### config.mk
export PLATFORM = sky130hd
export DESIGN_NAME = nvmpc_top
export DESIGN_NICKNAME = d
export VERILOG_FILES = /design/src/nvmpc_pkg.sv /design/src/nvmpc_top.sv
export VERILOG_INCLUDE_DIRS = /design/src
export SDC_FILE = /design/constraint.sdc
export NUM_CORES = 2
export LEC_CHECK = 0
export ABC_AREA = 1
export BUFFER_PORTS_ARGS = -buffer_cell sky130_fd_sc_hd__buf_2
export CAP_MARGIN = 20
export CORE_ASPECT_RATIO = 0.7
export CORE_MARGIN = 4
export CORE_UTILIZATION = 50
export DETAILED_ROUTE_END_ITERATION = 7
export PLACE_DENSITY = 0.66
export SYNTH_ARGS = -nofsm -noshare
export SYNTH_HDL_FRONTEND = slang
export SYNTH_SLANG_ARGS = --single-unit
### constraint.sdc
create_clock -name hclk -period 6.18 [get_ports hclk]
set_clock_uncertainty 0.2 [all_clocks]
set_input_delay 0.309 -clock hclk [delete_from_list [all_inputs] [get_ports hclk]]
set_output_delay 0.309 -clock hclk [all_outputs]
set_load 0.02 [all_outputs]
### src/nvmpc_consts.svh
// nvmpc_consts.svh: offsets, field positions, reset values and sizes of the nvm
// programming controller. assumes inclusion by its bare name.
`ifndef NVMPC_CONSTS_SVH
`define NVMPC_CONSTS_SVH

// register indices (printed offsets) and ahb byte addresses
`define NVMPC_IDX_EE_CTRL 8'h1C
`define NVMPC_IDX_OTP_CTRL 8'h1D
`define NVMPC_ADDR_EE_CTRL 12'h070
`define NVMPC_ADDR_OTP_CTRL 12'h074
// status register of the block's own state
`define NVMPC_ADDR_STATUS 12'h078
// array windows on the ahb bus: one byte per word
`define NVMPC_ADDR_EE_BASE 12'h400
`define NVMPC_ADDR_OTP_BASE 12'h800
`define NVMPC_EE_CPU_BASE 16'h0100
// field positions of the erasable-array control register
`define NVMPC_EE_PUMP_BIT 6
`define NVMPC_EE_ERHI_BIT 4
`define NVMPC_EE_ERLO_BIT 3
`define NVMPC_EE_LATCH_BIT 2
`define NVMPC_EE_RC_BIT 1
`define NVMPC_EE_PWR_BIT 0
`define NVMPC_EE_WMASK 8'h5F
// field positions of the one-time array control register
`define NVMPC_OTP_LATCH_BIT 2
`define NVMPC_OTP_PWR_BIT 0
`define NVMPC_OTP_WMASK 8'h05
// reset values
`define NVMPC_CTRL_RESET 8'h00
`define NVMPC_EE_ERASED 8'hFF
`define NVMPC_OTP_ERASED 8'h00
// array sizes
`define NVMPC_EE_BYTES 128
`define NVMPC_EE_BLOCK_BYTES 32
`define NVMPC_OTP_BYTES 16
`define NVMPC_OTP_GROUP 4

`endif

### src/nvmpc_pkg.sv
// nvmpc_pkg.sv: types shared by the nvm programming controller.
// assumes nvmpc_consts.svh alongside.
package nvmpc_pkg;

	// erase-select codes
	typedef enum logic [1:0] {
		NVMPC_OP_PROGRAM = 2'h0,
		NVMPC_OP_BYTE_ERASE = 2'h1,
		NVMPC_OP_BLOCK_ERASE = 2'h2,
		NVMPC_OP_BULK_ERASE = 2'h3
	} nvmpc_op_e;

	// ahb-lite request from the master
	typedef struct packed {
		logic hsel;
		logic [11:0] haddr;
		logic [1:0] htrans;
		logic hwrite;
		logic [2:0] hsize;
		logic [31:0] hwdata;
		logic hready;
	} nvmpc_ahb_req_s;

	// ahb-lite answer of the slave
	typedef struct packed {
		logic [31:0] hrdata;
		logic hreadyout;
		logic hresp;
	} nvmpc_ahb_rsp_s;

	// analog and routing controls
	typedef struct packed {
		logic otp_power_on;
		logic pump_on;
		logic ee_power_on;
		logic nvm_rc_clock_sel;
		logic boot_rom_block;
		logic otp_reads_blocked;
		logic ee_reads_blocked;
	} nvmpc_ctl_s;

endpackage

### src/nvmpc_top.sv
// nvmpc_top.sv: nvm programming controller with ahb-lite register and array windows.
// assumes one clock, a single ahb-lite master, and analog parts driven from ctl.
//
// The implementer's own choice: the AHB-Lite slave port.
`timescale 1ns/100ps
`include "nvmpc_consts.svh"

module nvmpc_top (
	// clock and reset
	input wire logic hclk,
	input wire logic hresetn,
	// ahb-lite slave
	input wire nvmpc_pkg::nvmpc_ahb_req_s ahb_req,
	output nvmpc_pkg::nvmpc_ahb_rsp_s ahb_rsp,
	// controls to the analog and rom parts
	output nvmpc_pkg::nvmpc_ctl_s ctl
);
	import nvmpc_pkg::*;

	////////////////////////////////////////////////////////////////////////////
	// registers and storage
	logic [7:0] ee_ctrl;
	logic [7:0] otp_ctrl;
	logic [7:0] ee_mem [`NVMPC_EE_BYTES];
	logic [7:0] otp_mem [`NVMPC_OTP_BYTES];
	// captured erasable write
	logic [6:0] ee_lat_addr;
	logic [7:0] ee_lat_data;
	logic ee_lat_valid;
	// captured one-time group write
	logic [1:0] otp_lat_group;
	logic [7:0] otp_lat_data [`NVMPC_OTP_GROUP];
	logic [3:0] otp_lat_valid;
	// ahb data phase
	logic dp_write;
	logic [11:0] dp_addr;
	logic [31:0] rdata;

	////////////////////////////////////////////////////////////////////////////
	// address phase acceptance, decode of the captured address, and the erase-select code
	logic addr_take;
	logic in_ee;
	logic in_otp;
	logic [6:0] ee_idx;
	logic [3:0] otp_idx;
	nvmpc_op_e ee_op;
	// window bases, so that the decode can take their upper bits by part-select
	localparam logic [11:0] ee_window = `NVMPC_ADDR_EE_BASE;
	localparam logic [11:0] otp_window = `NVMPC_ADDR_OTP_BASE;

	assign addr_take = ahb_req.hsel && ahb_req.hready && ahb_req.htrans[1];
	assign in_ee = (dp_addr[11:9] == ee_window[11:9]);
	assign in_otp = (dp_addr[11:6] == otp_window[11:6]);
	assign ee_idx = dp_addr[8:2];
	assign otp_idx = dp_addr[5:2];
	assign ee_op = nvmpc_op_e'(ee_ctrl[`NVMPC_EE_ERHI_BIT -: 2]);

	// capture the address phase
	always_ff @(posedge hclk or negedge hresetn)
	begin
		if (!hresetn)
		begin
			dp_write <= 1'b0;
			dp_addr <= 12'h000;
		end
		else
		begin
			dp_write <= addr_take && ahb_req.hwrite;
			dp_addr <= addr_take ? ahb_req.haddr : dp_addr;
		end
	end

	////////////////////////////////////////////////////////////////////////////
	// erasable-array control register
	logic ee_ctrl_wr;
	logic [7:0] ee_wval;
	assign ee_ctrl_wr = dp_write && (dp_addr == `NVMPC_ADDR_EE_CTRL);

	always_comb
	begin
		ee_wval = ahb_req.hwdata[7:0] & `NVMPC_EE_WMASK;
		// power bit keeps its value unless the latch is already set
		if (!ee_ctrl[`NVMPC_EE_LATCH_BIT])
			ee_wval[`NVMPC_EE_PWR_BIT] = ee_ctrl[`NVMPC_EE_PWR_BIT];
	end

	always_ff @(posedge hclk or negedge hresetn)
	begin
		if (!hresetn)
			ee_ctrl <= `NVMPC_CTRL_RESET;
		else if (ee_ctrl_wr)
			ee_ctrl <= ee_wval;
	end

	////////////////////////////////////////////////////////////////////////////
	// one-time array control register
	logic otp_ctrl_wr;
	logic [7:0] otp_wval;
	assign otp_ctrl_wr = dp_write && (dp_addr == `NVMPC_ADDR_OTP_CTRL);

	always_comb
	begin
		otp_wval = ahb_req.hwdata[7:0] & `NVMPC_OTP_WMASK;
		// power may only rise when latch was already set
		if (!otp_ctrl[`NVMPC_OTP_LATCH_BIT])
			otp_wval[`NVMPC_OTP_PWR_BIT] = 1'b0;
		// dropping the latch drops power too
		if (!otp_wval[`NVMPC_OTP_LATCH_BIT])
			otp_wval[`NVMPC_OTP_PWR_BIT] = 1'b0;
	end

	always_ff @(posedge hclk or negedge hresetn)
	begin
		if (!hresetn)
			otp_ctrl <= `NVMPC_CTRL_RESET;
		else if (otp_ctrl_wr)
			otp_ctrl <= otp_wval;
	end

	////////////////////////////////////////////////////////////////////////////
	// erasable-array write capture
	logic ee_arr_wr;
	logic ee_pulse_start;
	// the window holds exactly the array's bytes, so every index in it is valid
	assign ee_arr_wr = dp_write && in_ee;
	// power rising edge commits the captured operation
	assign ee_pulse_start = ee_ctrl_wr && ee_wval[`NVMPC_EE_PWR_BIT]
		&& !ee_ctrl[`NVMPC_EE_PWR_BIT];

	always_ff @(posedge hclk or negedge hresetn)
	begin
		if (!hresetn)
		begin
			ee_lat_addr <= 7'h00;
			ee_lat_data <= 8'hFF;
			ee_lat_valid <= 1'b0;
		end
		else if (!ee_ctrl[`NVMPC_EE_LATCH_BIT])
			ee_lat_valid <= 1'b0;
		else if (ee_arr_wr)
		begin
			ee_lat_addr <= ee_idx;
			ee_lat_data <= ahb_req.hwdata[7:0];
			ee_lat_valid <= 1'b1;
		end
	end

	// erasable array cells, starting erased; power needs pump too
	always_ff @(posedge hclk or negedge hresetn)
	begin
		if (!hresetn)
		begin
			for (int i = 0; i < `NVMPC_EE_BYTES; i++)
				ee_mem[i] <= `NVMPC_EE_ERASED;
		end
		else if (ee_pulse_start && ee_lat_valid && ee_ctrl[`NVMPC_EE_PUMP_BIT])
		begin
			for (int i = 0; i < `NVMPC_EE_BYTES; i++)
			begin
				case (ee_op)
					NVMPC_OP_PROGRAM:
						if (7'(i) == ee_lat_addr)
							ee_mem[i] <= ee_mem[i] & ee_lat_data;
					NVMPC_OP_BYTE_ERASE:
						if (7'(i) == ee_lat_addr)
							ee_mem[i] <= `NVMPC_EE_ERASED;
					NVMPC_OP_BLOCK_ERASE:
						if (7'(i) >> 5 == ee_lat_addr >> 5)
							ee_mem[i] <= `NVMPC_EE_ERASED;
					NVMPC_OP_BULK_ERASE:
						ee_mem[i] <= `NVMPC_EE_ERASED;
					default:
						ee_mem[i] <= ee_mem[i];
				endcase
			end
		end
	end

	////////////////////////////////////////////////////////////////////////////
	// one-time array write capture, one four-byte group
	logic otp_arr_wr;
	logic otp_pulse_start;
	assign otp_arr_wr = dp_write && in_otp;
	assign otp_pulse_start = otp_ctrl_wr && otp_wval[`NVMPC_OTP_PWR_BIT]
		&& !otp_ctrl[`NVMPC_OTP_PWR_BIT];

	always_ff @(posedge hclk or negedge hresetn)
	begin
		if (!hresetn)
		begin
			otp_lat_group <= 2'h0;
			otp_lat_valid <= 4'h0;
			for (int i = 0; i < `NVMPC_OTP_GROUP; i++)
				otp_lat_data[i] <= 8'h00;
		end
		else if (!otp_ctrl[`NVMPC_OTP_LATCH_BIT])
			otp_lat_valid <= 4'h0;
		else if (otp_arr_wr && (otp_lat_valid == 4'h0 || otp_idx[3:2] == otp_lat_group))
		begin
			otp_lat_group <= otp_idx[3:2];
			otp_lat_valid[otp_idx[1:0]] <= 1'b1;
			otp_lat_data[otp_idx[1:0]] <= ahb_req.hwdata[7:0];
		end
	end

	// one-time cells start unprogrammed; programming only sets bits
	always_ff @(posedge hclk or negedge hresetn)
	begin
		if (!hresetn)
		begin
			for (int i = 0; i < `NVMPC_OTP_BYTES; i++)
				otp_mem[i] <= `NVMPC_OTP_ERASED;
		end
		else if (otp_pulse_start)
		begin
			for (int i = 0; i < `NVMPC_OTP_GROUP; i++)
				if (otp_lat_valid[i])
					otp_mem[{otp_lat_group, 2'(i)}] <= otp_mem[{otp_lat_group, 2'(i)}]
						| otp_lat_data[i];
		end
	end

	////////////////////////////////////////////////////////////////////////////
	// register values at the coming edge: a read whose address phase meets the
	// data phase of a write already sees that write in the control registers, the read blocks and status bits 2:0, since the read data
	// are registered at the address edge to keep zero wait states
	logic [7:0] next_ee_ctrl;
	logic [7:0] next_otp_ctrl;
	logic next_ee_lat_valid;
	logic next_ee_blocked;
	logic next_otp_blocked;

	always_comb
	begin
		next_ee_ctrl = ee_ctrl_wr ? ee_wval : ee_ctrl;
		next_otp_ctrl = otp_ctrl_wr ? otp_wval : otp_ctrl;
		next_ee_lat_valid = ee_lat_valid;
		if (!ee_ctrl[`NVMPC_EE_LATCH_BIT])
			next_ee_lat_valid = 1'b0;
		else if (ee_arr_wr)
			next_ee_lat_valid = 1'b1;
		next_ee_blocked = next_ee_ctrl[`NVMPC_EE_LATCH_BIT] && next_ee_lat_valid;
		next_otp_blocked = next_otp_ctrl[`NVMPC_OTP_LATCH_BIT];
	end

	////////////////////////////////////////////////////////////////////////////
	// read decode straight from the address phase
	logic [11:0] rd_addr;
	logic rd_in_ee;
	logic rd_in_otp;
	assign rd_addr = ahb_req.haddr;
	assign rd_in_ee = (rd_addr[11:9] == ee_window[11:9]);
	assign rd_in_otp = (rd_addr[11:6] == otp_window[11:6]);

	// read mux; blocked array reads and unmapped words give zero
	always_comb
	begin
		rdata = 32'h0000_0000;
		if (rd_addr == `NVMPC_ADDR_EE_CTRL)
			rdata[7:0] = next_ee_ctrl;
		else if (rd_addr == `NVMPC_ADDR_OTP_CTRL)
			rdata[7:0] = next_otp_ctrl;
		else if (rd_addr == `NVMPC_ADDR_STATUS)
			rdata[7:0] = {4'h0, otp_lat_valid != 4'h0, next_ee_lat_valid,
				next_otp_blocked, next_ee_blocked};
		else if (rd_in_ee && !next_ee_blocked)
			rdata[7:0] = ee_mem[rd_addr[8:2]];
		else if (rd_in_otp && !next_otp_blocked)
			rdata[7:0] = otp_mem[rd_addr[5:2]];
	end

	// answer register: zero wait states, read data stand for the data phase only
	always_ff @(posedge hclk or negedge hresetn)
	begin
		if (!hresetn)
			ahb_rsp <= '{hrdata: 32'h0000_0000, hreadyout: 1'b1, hresp: 1'b0};
		else
		begin
			ahb_rsp.hreadyout <= 1'b1;
			ahb_rsp.hresp <= 1'b0;
			ahb_rsp.hrdata <= (addr_take && !ahb_req.hwrite) ? rdata : 32'h0000_0000;
		end
	end

	////////////////////////////////////////////////////////////////////////////
	// analog controls from register state
	always_ff @(posedge hclk or negedge hresetn)
	begin
		if (!hresetn)
			ctl <= '0;
		else
		begin
			ctl.otp_power_on <= otp_ctrl[`NVMPC_OTP_PWR_BIT];
			ctl.pump_on <= ee_ctrl[`NVMPC_EE_PUMP_BIT] || ee_ctrl[`NVMPC_EE_PWR_BIT];
			ctl.ee_power_on <= ee_ctrl[`NVMPC_EE_PWR_BIT];
			ctl.nvm_rc_clock_sel <= ee_ctrl[`NVMPC_EE_RC_BIT];
			ctl.boot_rom_block <= otp_ctrl[`NVMPC_OTP_LATCH_BIT];
			ctl.otp_reads_blocked <= otp_ctrl[`NVMPC_OTP_LATCH_BIT];
			ctl.ee_reads_blocked <= ee_ctrl[`NVMPC_EE_LATCH_BIT] && ee_lat_valid;
		end
	end

endmodule // nvmpc_top

# --- Word-level counts from Yosys, hierarchy flattened ---
# Index checks and enable logic that the tools add are counted.
op_classes:
  bitwise: 140
  n_reduce_logical: 167
  n_lt_le_gt_ge: 14
  eq_ne: 404
  mux: 445
op_table:
  columns: ["op", "n"]
  rows:
  - ["8-bit case mux with 4 select lines", 128]
  - ["8-bit 2-to-1 mux", 285]
  - ["8-bit bitwise AND", 128]
  - ["128-bit 2-to-1 mux", 7]
  - ["2-bit != test, second input constant", 260]
  - ["128-bit bitwise mux", 4]
  - ["4-bit AND reduction", 128]
  - ["7-bit equality test, first input constant", 64]
  - ["6-bit by 7-bit equality test with 1-bit output, first input constant", 32]
  - ["8-bit binary-select mux with 4-bit select", 5]
  - ["8-bit demux with 4-bit select", 4]
  - ["5-bit by 7-bit equality test with 1-bit output, first input constant", 16]
  - ["12-bit by 7-bit equality test with 1-bit output, second input constant", 5]
  - ["8-bit binary-select mux with 7-bit select", 1]
  - ["4-bit by 7-bit equality test with 1-bit output, first input constant", 8]
  - ["32-bit bitwise mux", 1]
  - ["8-bit bitwise OR", 4]
  - ["3-bit by 7-bit equality test with 1-bit output, first input constant", 4]
  - ["5-bit greater-or-equal comparator, second input constant", 5]
  - ["1-bit logical AND", 25]
  - ["4-bit inverter with 5-bit output", 5]
  - ["5-bit by 1-bit < comparator with 1-bit output, second input constant", 4]
  - ["8-bit demux with 2-bit select", 1]
  - ["2-bit by 7-bit equality test with 1-bit output, first input constant", 2]
  - ["27 further kinds", 44]
totals:
  inputBits: 54
  out_inout_bits: 41
  elab_cells: 1334
  ff_bits: 1249

# --- Longest topological paths before layout ---
depth:
  depth_word: 16
  depth_mapped: 21
  mapped_depth_nobuf: 18

# --- Worst setup path before layout ---
# No wires, ideal clock.
synth_timing:
  path_type: "register to register"
  startpoint: "register dp_addr[9]"
  endpoint: "register ee_mem[1017] (netlist name)"
  required_time_ps: 5896
  synth_period_minus_slack_ps: 2223
  path_stages_with_launch: 10
  t_arrival_ps: 1939
  path_slack_ps: 3957
  n_path_buf: 1
  setup_ps: 84
  path_cell_list: "dfrtp_1 nor2_2 nand3_2 nor3_4 nand4_4 nor3b_4 buf_12 nand2_4 o21ai_0 nand2_1"
synth_via:
  elab_chain_len: 7
synth_rtl:
  columns: ["element", "line_no", "rtl"]
  rows:
  - ["start: declaration", "nvmpc_top.sv:36", "logic [11:0] dp_addr;"]
  - ["start signal: assignment", "nvmpc_top.sv:69", "dp_addr <= addr_take ? ahb_req.haddr : dp_addr;"]
  - ["12-bit by 7-bit equality test with 1-bit output (no source line)", null, null]
  - ["1-bit logical AND", "nvmpc_top.sv:77", "assign ee_ctrl_wr = dp_write && (dp_addr == `NVMPC_ADDR_EE_CTRL);"]
  - ["1-bit logical AND (2 in series)", "nvmpc_top.sv:127", "assign ee_pulse_start = ee_ctrl_wr && ee_wval[`NVMPC_EE_PWR_BIT]"]
  - ["1-bit logical AND (2 in series)", "nvmpc_top.sv:156", "else if (ee_pulse_start && ee_lat_valid && ee_ctrl[`NVMPC_EE_PUMP_BIT])"]
  - ["4-bit AND reduction (no source line)", null, null]
  - ["end signal: indexed assignment", "nvmpc_top.sv:154", "ee_mem[i] <= `NVMPC_EE_ERASED;"]
  - ["end signal: indexed assignment", "nvmpc_top.sv:163", "ee_mem[i] <= ee_mem[i] & ee_lat_data;"]
  - ["end signal: indexed assignment", "nvmpc_top.sv:166", "ee_mem[i] <= `NVMPC_EE_ERASED;"]
  - ["end: declaration", "nvmpc_top.sv:24", "logic [7:0] ee_mem [`NVMPC_EE_BYTES];"]
# Every way passes these cells.
# A chain may end at the register's enable or synchronous reset.

# --- Final worst setup path ---
layout_timing:
  startpoint: "register ee_ctrl[4]"
  endpoint: "register ee_mem[1000] (netlist name)"
layout_via:
  elab_chain_len: 3
  word_cells_on_any_way: 9
layout_rtl:
  columns: ["element", "line_no", "rtl"]
  rows:
  - ["start: declaration", "nvmpc_top.sv:22", "logic [7:0] ee_ctrl;"]
  - ["start signal: assignment", "nvmpc_top.sv:90", "ee_ctrl <= `NVMPC_CTRL_RESET;"]
  - ["start signal: assignment", "nvmpc_top.sv:92", "ee_ctrl <= ee_wval;"]
  - ["2-bit equality test, or another cell as far along", "nvmpc_top.sv:160", "case (ee_op)"]
  - ["2-bit != test (no source line)", null, null]
  - ["4-bit AND reduction (no source line)", null, null]
  - ["end signal: indexed assignment", "nvmpc_top.sv:163", null]
  - ["end signal: indexed assignment", "nvmpc_top.sv:166", null]
  - ["end signal: indexed assignment", "nvmpc_top.sv:169", "ee_mem[i] <= `NVMPC_EE_ERASED;"]
# Parallel ways exist; a longest one is shown, timed or not.

==> flow_summary.toml <==
[outcome]
status = "complete, no violations"

[yosys]
synth-main-ff-cell = "dfstp_2"
yosysTopAreaCellShare = 0.4455
synth_area_leaders = "dfstp_2 45%, nand2_1 14%, dfrtp_1 8.9%"
synth_common_cells = "2334 x nand2_1, 1032 x dfstp_2, 722 x o21ai_0"
synth_area_per_cell_um2 = 8.177
synth_edf_count = 0
yosysSeqAreaShare = 0.5347
ys_types = 45
synth_area_um2 = 60870
synth_area_leader_cell = "dfstp_2"
ys_ff_latch = 1249
yosys_warnings = 0
synthArstFlopShare = 1.000
post-synth-top-count-cell = "nand2_1"
synthCells = 7444

[timing]
slew_violations = 0
finalWorstSetupSlack_ns = 1.699
setup_viol = 0
slew_headroom = 0.1572
fin_crit_ns = 4.481
finalCritPeriodShare = 0.7251
tightest_slew_ns = 1.263
holdWs_ns = 0.1875
hold_viol_final = 0
rsz0062_at_grt = "false"
fmax_ghz = 0.2232
fin_tns_setup_ns = 0

[drt]
wire_per_inst_um = 23.49
top_layer = "met5"
via_per_inst = 6.019
dr.pass1.iters = 8
drt_first_iter_violations = 6701
via_count = 54156
drc = 0
dr_wl_met3_um = 26750
wl_met2_um = 85640
wl_um = 211400
m1WireLength_um = 91770
drtAntennaViolNets = 0

[power_and_ir_drop]
p_switching_mw = 5.786
combPwrFrac = 0.115
sw_frac_of_total = 0.3059
finalPower_mw = 18.91
p_clk_frac = 0.415
vdd_drop_max_mv = 0.4267
seqPwrFrac = 0.470
intPower_mw = 13.13
p_leak_nw = 31.20
power.density_nw_per_um2 = 284.4

[global_routing]
antenna_found_initial = 3
grt_pass1_vias = 51235
gr-total-overflow = 0
grt_usage = 0.3272
grt_pass1_wl_um = 321200
grt_max_degree = 176

[floorplan]
coreArea_um2 = 120200
dieArea_um2 = 127500
dieWidth_um = 425.0
fp-row-count = 106
die_height_um = 299.9
start_util = 0.5066
ios = 95

[critical_path]
critPathLaunchType = "flip-flop"
path_buf_inv = 5
criticalPathCategory = "reg2reg"
cp_max_fo = 42
critPathMaxStageDelay_ns = 0.70
slowest_stage = "dfrtp_4"
worstPathRequired_ns = 6.63
crit_path_cell_trace = "inv_1 -> buf_4 -> nor2_1 -> nand2_1 -> buf_4 -> nor3b_4 -> buf_4 -> buf_4 -> nand2_1 -> o21ai_0 -> nand2_1"
crit_arrival_ns = 4.94
critPathTopFamily = "buffers and inverters"
worst_path_most_repeated_cell = "buf_4"
end_kind = "flip-flop"

[worst_hold_path]
hp-class = "reg2reg"

[clock_network]
clock_latency_ns = 0.75
cts_tree = "built"
clk_path_buf_depth = 3
cts-root-buf = "clkbuf_16"
clkTransAtPathRegs_ns = 0.07
h-tree-depth = 3
clock_sinks = 1249
cts_buffers = 121

[layout]
synthToLayoutAreaGrowth_pct = 9.275
final_cells = 8997
fin_nets = 7328
drive_gt1_frac = 0.2116

[placed_design]
place_ws_ns = 1.796
gp_congestion = 0.9330
place_inst = 8753
portBuffers = 40
detailedPlacementHpwl_um = 128700

[job]
cap_violations = 0
## placed cells by master (no fill, tap or decap), types with 8 or more instances in the layout
cell type | Yosys | layout
a2111oi_0 | 12 | 12
clkbuf_1 | 217 | 26
nor2_2 | 2 | 21
conb_1 | 2 | 26
dlygate4sd3_1 | 0 | 17
nand3_1 | 424 | 424
nand2_1 | 2334 | 2332
o2111ai_1 | 17 | 17
buf_2 | 102 | 36
o21ai_0 | 722 | 722
o221ai_1 | 16 | 16
bufinv_16 | 0 | 12
nor2_4 | 0 | 8
dfstp_4 | 0 | 8
dfrtp_1 | 217 | 216
a221oi_1 | 21 | 21
buf_12 | 9 | 19
clkbuf_16 | 0 | 125
o21ai_1 | 695 | 695
clkbuf_8 | 0 | 25
buf_4 | 34 | 65
o22ai_1 | 22 | 22
dfstp_2 | 1032 | 1024
nand2_2 | 29 | 29
or2_2 | 34 | 33
a21oi_1 | 254 | 254
nand2_4 | 90 | 92
clkinv_2 | 0 | 25
nor2_1 | 372 | 345
inv_1 | 439 | 437
o211ai_1 | 57 | 57
nand4_1 | 144 | 144
## metal layers
| layer | up-vias | track usage |
|---|---|---|
| li1 | 24198 | - |
| met1 | 26528 | 0.4907 |
| met2 | 3007 | 0.4480 |
| met3 | 415 | 0.09831 |
| met4 | 8 | 0.1082 |
| met5 | - | 0.006439 |
## state kept, by name (all words and copies together), names as in the netlist, 6 cells and up
| signal | cells |
|---|---|
| ee_mem | 1024 |
| otp_mem | 128 |
| otp_lat_data | 32 |
| dp_addr | 12 |
| ahb_rsp | 8 |
| ee_ctrl | 8 |
| ee_lat_data | 8 |
| otp_ctrl | 8 |
| ee_lat_addr | 7 |
| ctl | 6 |
## power groups by stage
stage | Clock (mW) | Combinational (mW) | Sequential [mW]
after CTS | 7.92 | 2.07 | 8.87
after global placement | 0 | 2.04 | 8.99
after floorplan | 0 | 1.25 | 8.45
final | 7.85 | 2.18 | 8.89
after detailed placement | 0 | 2.06 | 9.00
after global routing | 8.26 | 2.26 | 8.90
## logic make-up (layout without fill, tap and decap cells)
kind of cell,count (synthesis),count (layout),share of synthesized area
AO/OA/AOI/OAI,1829,1829,0.1581
XOR/XNOR,2,2,0.0002878
buffers and inverters,907,812,0.06265
flip-flops,1249,1249,0.5347
multiplexers,1,1,0.0001850
other,2,30,0.0001234
AND/OR/NAND/NOR,3454,3454,0.2440
## layout make-up
type	count	area, µm²
Sequential cell	1249	32580
Fill cell	11077	53650
Timing Repair Buffer	142	1328
Multi-Input combinational cell	5312	24730
Clock buffer	174	3531
Clock inverter	48	623.1
Inverter	448	1692
Tap cell	1620	2027
Antenna cell	4	10.01
## worst reg2reg max path, delay by kind of cell, from the launching register on
kind                   cells  cell delay [ns]
AND/OR/NAND/NOR            5             1.17
AO/OA/AOI/OAI              1             0.22
flip-flops                 1             0.70
buffers and inverters      5             2.10
## path summary, 6_finish.rpt
check | endpoint | startpoint | depth (start not counted) | slack (ns)
worst max-delay path | ee_mem[1000] | ee_ctrl[4] | 11 | 1.70
worst min-delay path | ctl[3] | ee_ctrl[1] | 0 | 0.19
worst max register to register | ee_mem[1000] | ee_ctrl[4] | 11 | 1.70
worst min register to register | ctl[3] | ee_ctrl[1] | 0 | 0.19
max in group asynchronous | otp_mem[28] | hresetn | 3 | 4.24
min in group asynchronous | ee_mem[610] | hresetn | 2 | 0.40
## through the flow
| stage | util | instance area (µm²) |
|---|---|---|
| after floorplan | - | 60960 |
| after global placement | 0.5168 | 62100 |
| after detailed placement | 0.5173 | 62160 |
| after CTS | 0.5533 | 66480 |
| after global routing | 0.5535 | 66510 |
| final | 0.5536 | 66520 |
## timing repair
item	CTS	global route
hold buffers	17	0
resized for setup	0	0
setup buffers	0	0
hold endpoints to repair	194	0
Note: power is estimated with default switching activity, not from simulation.
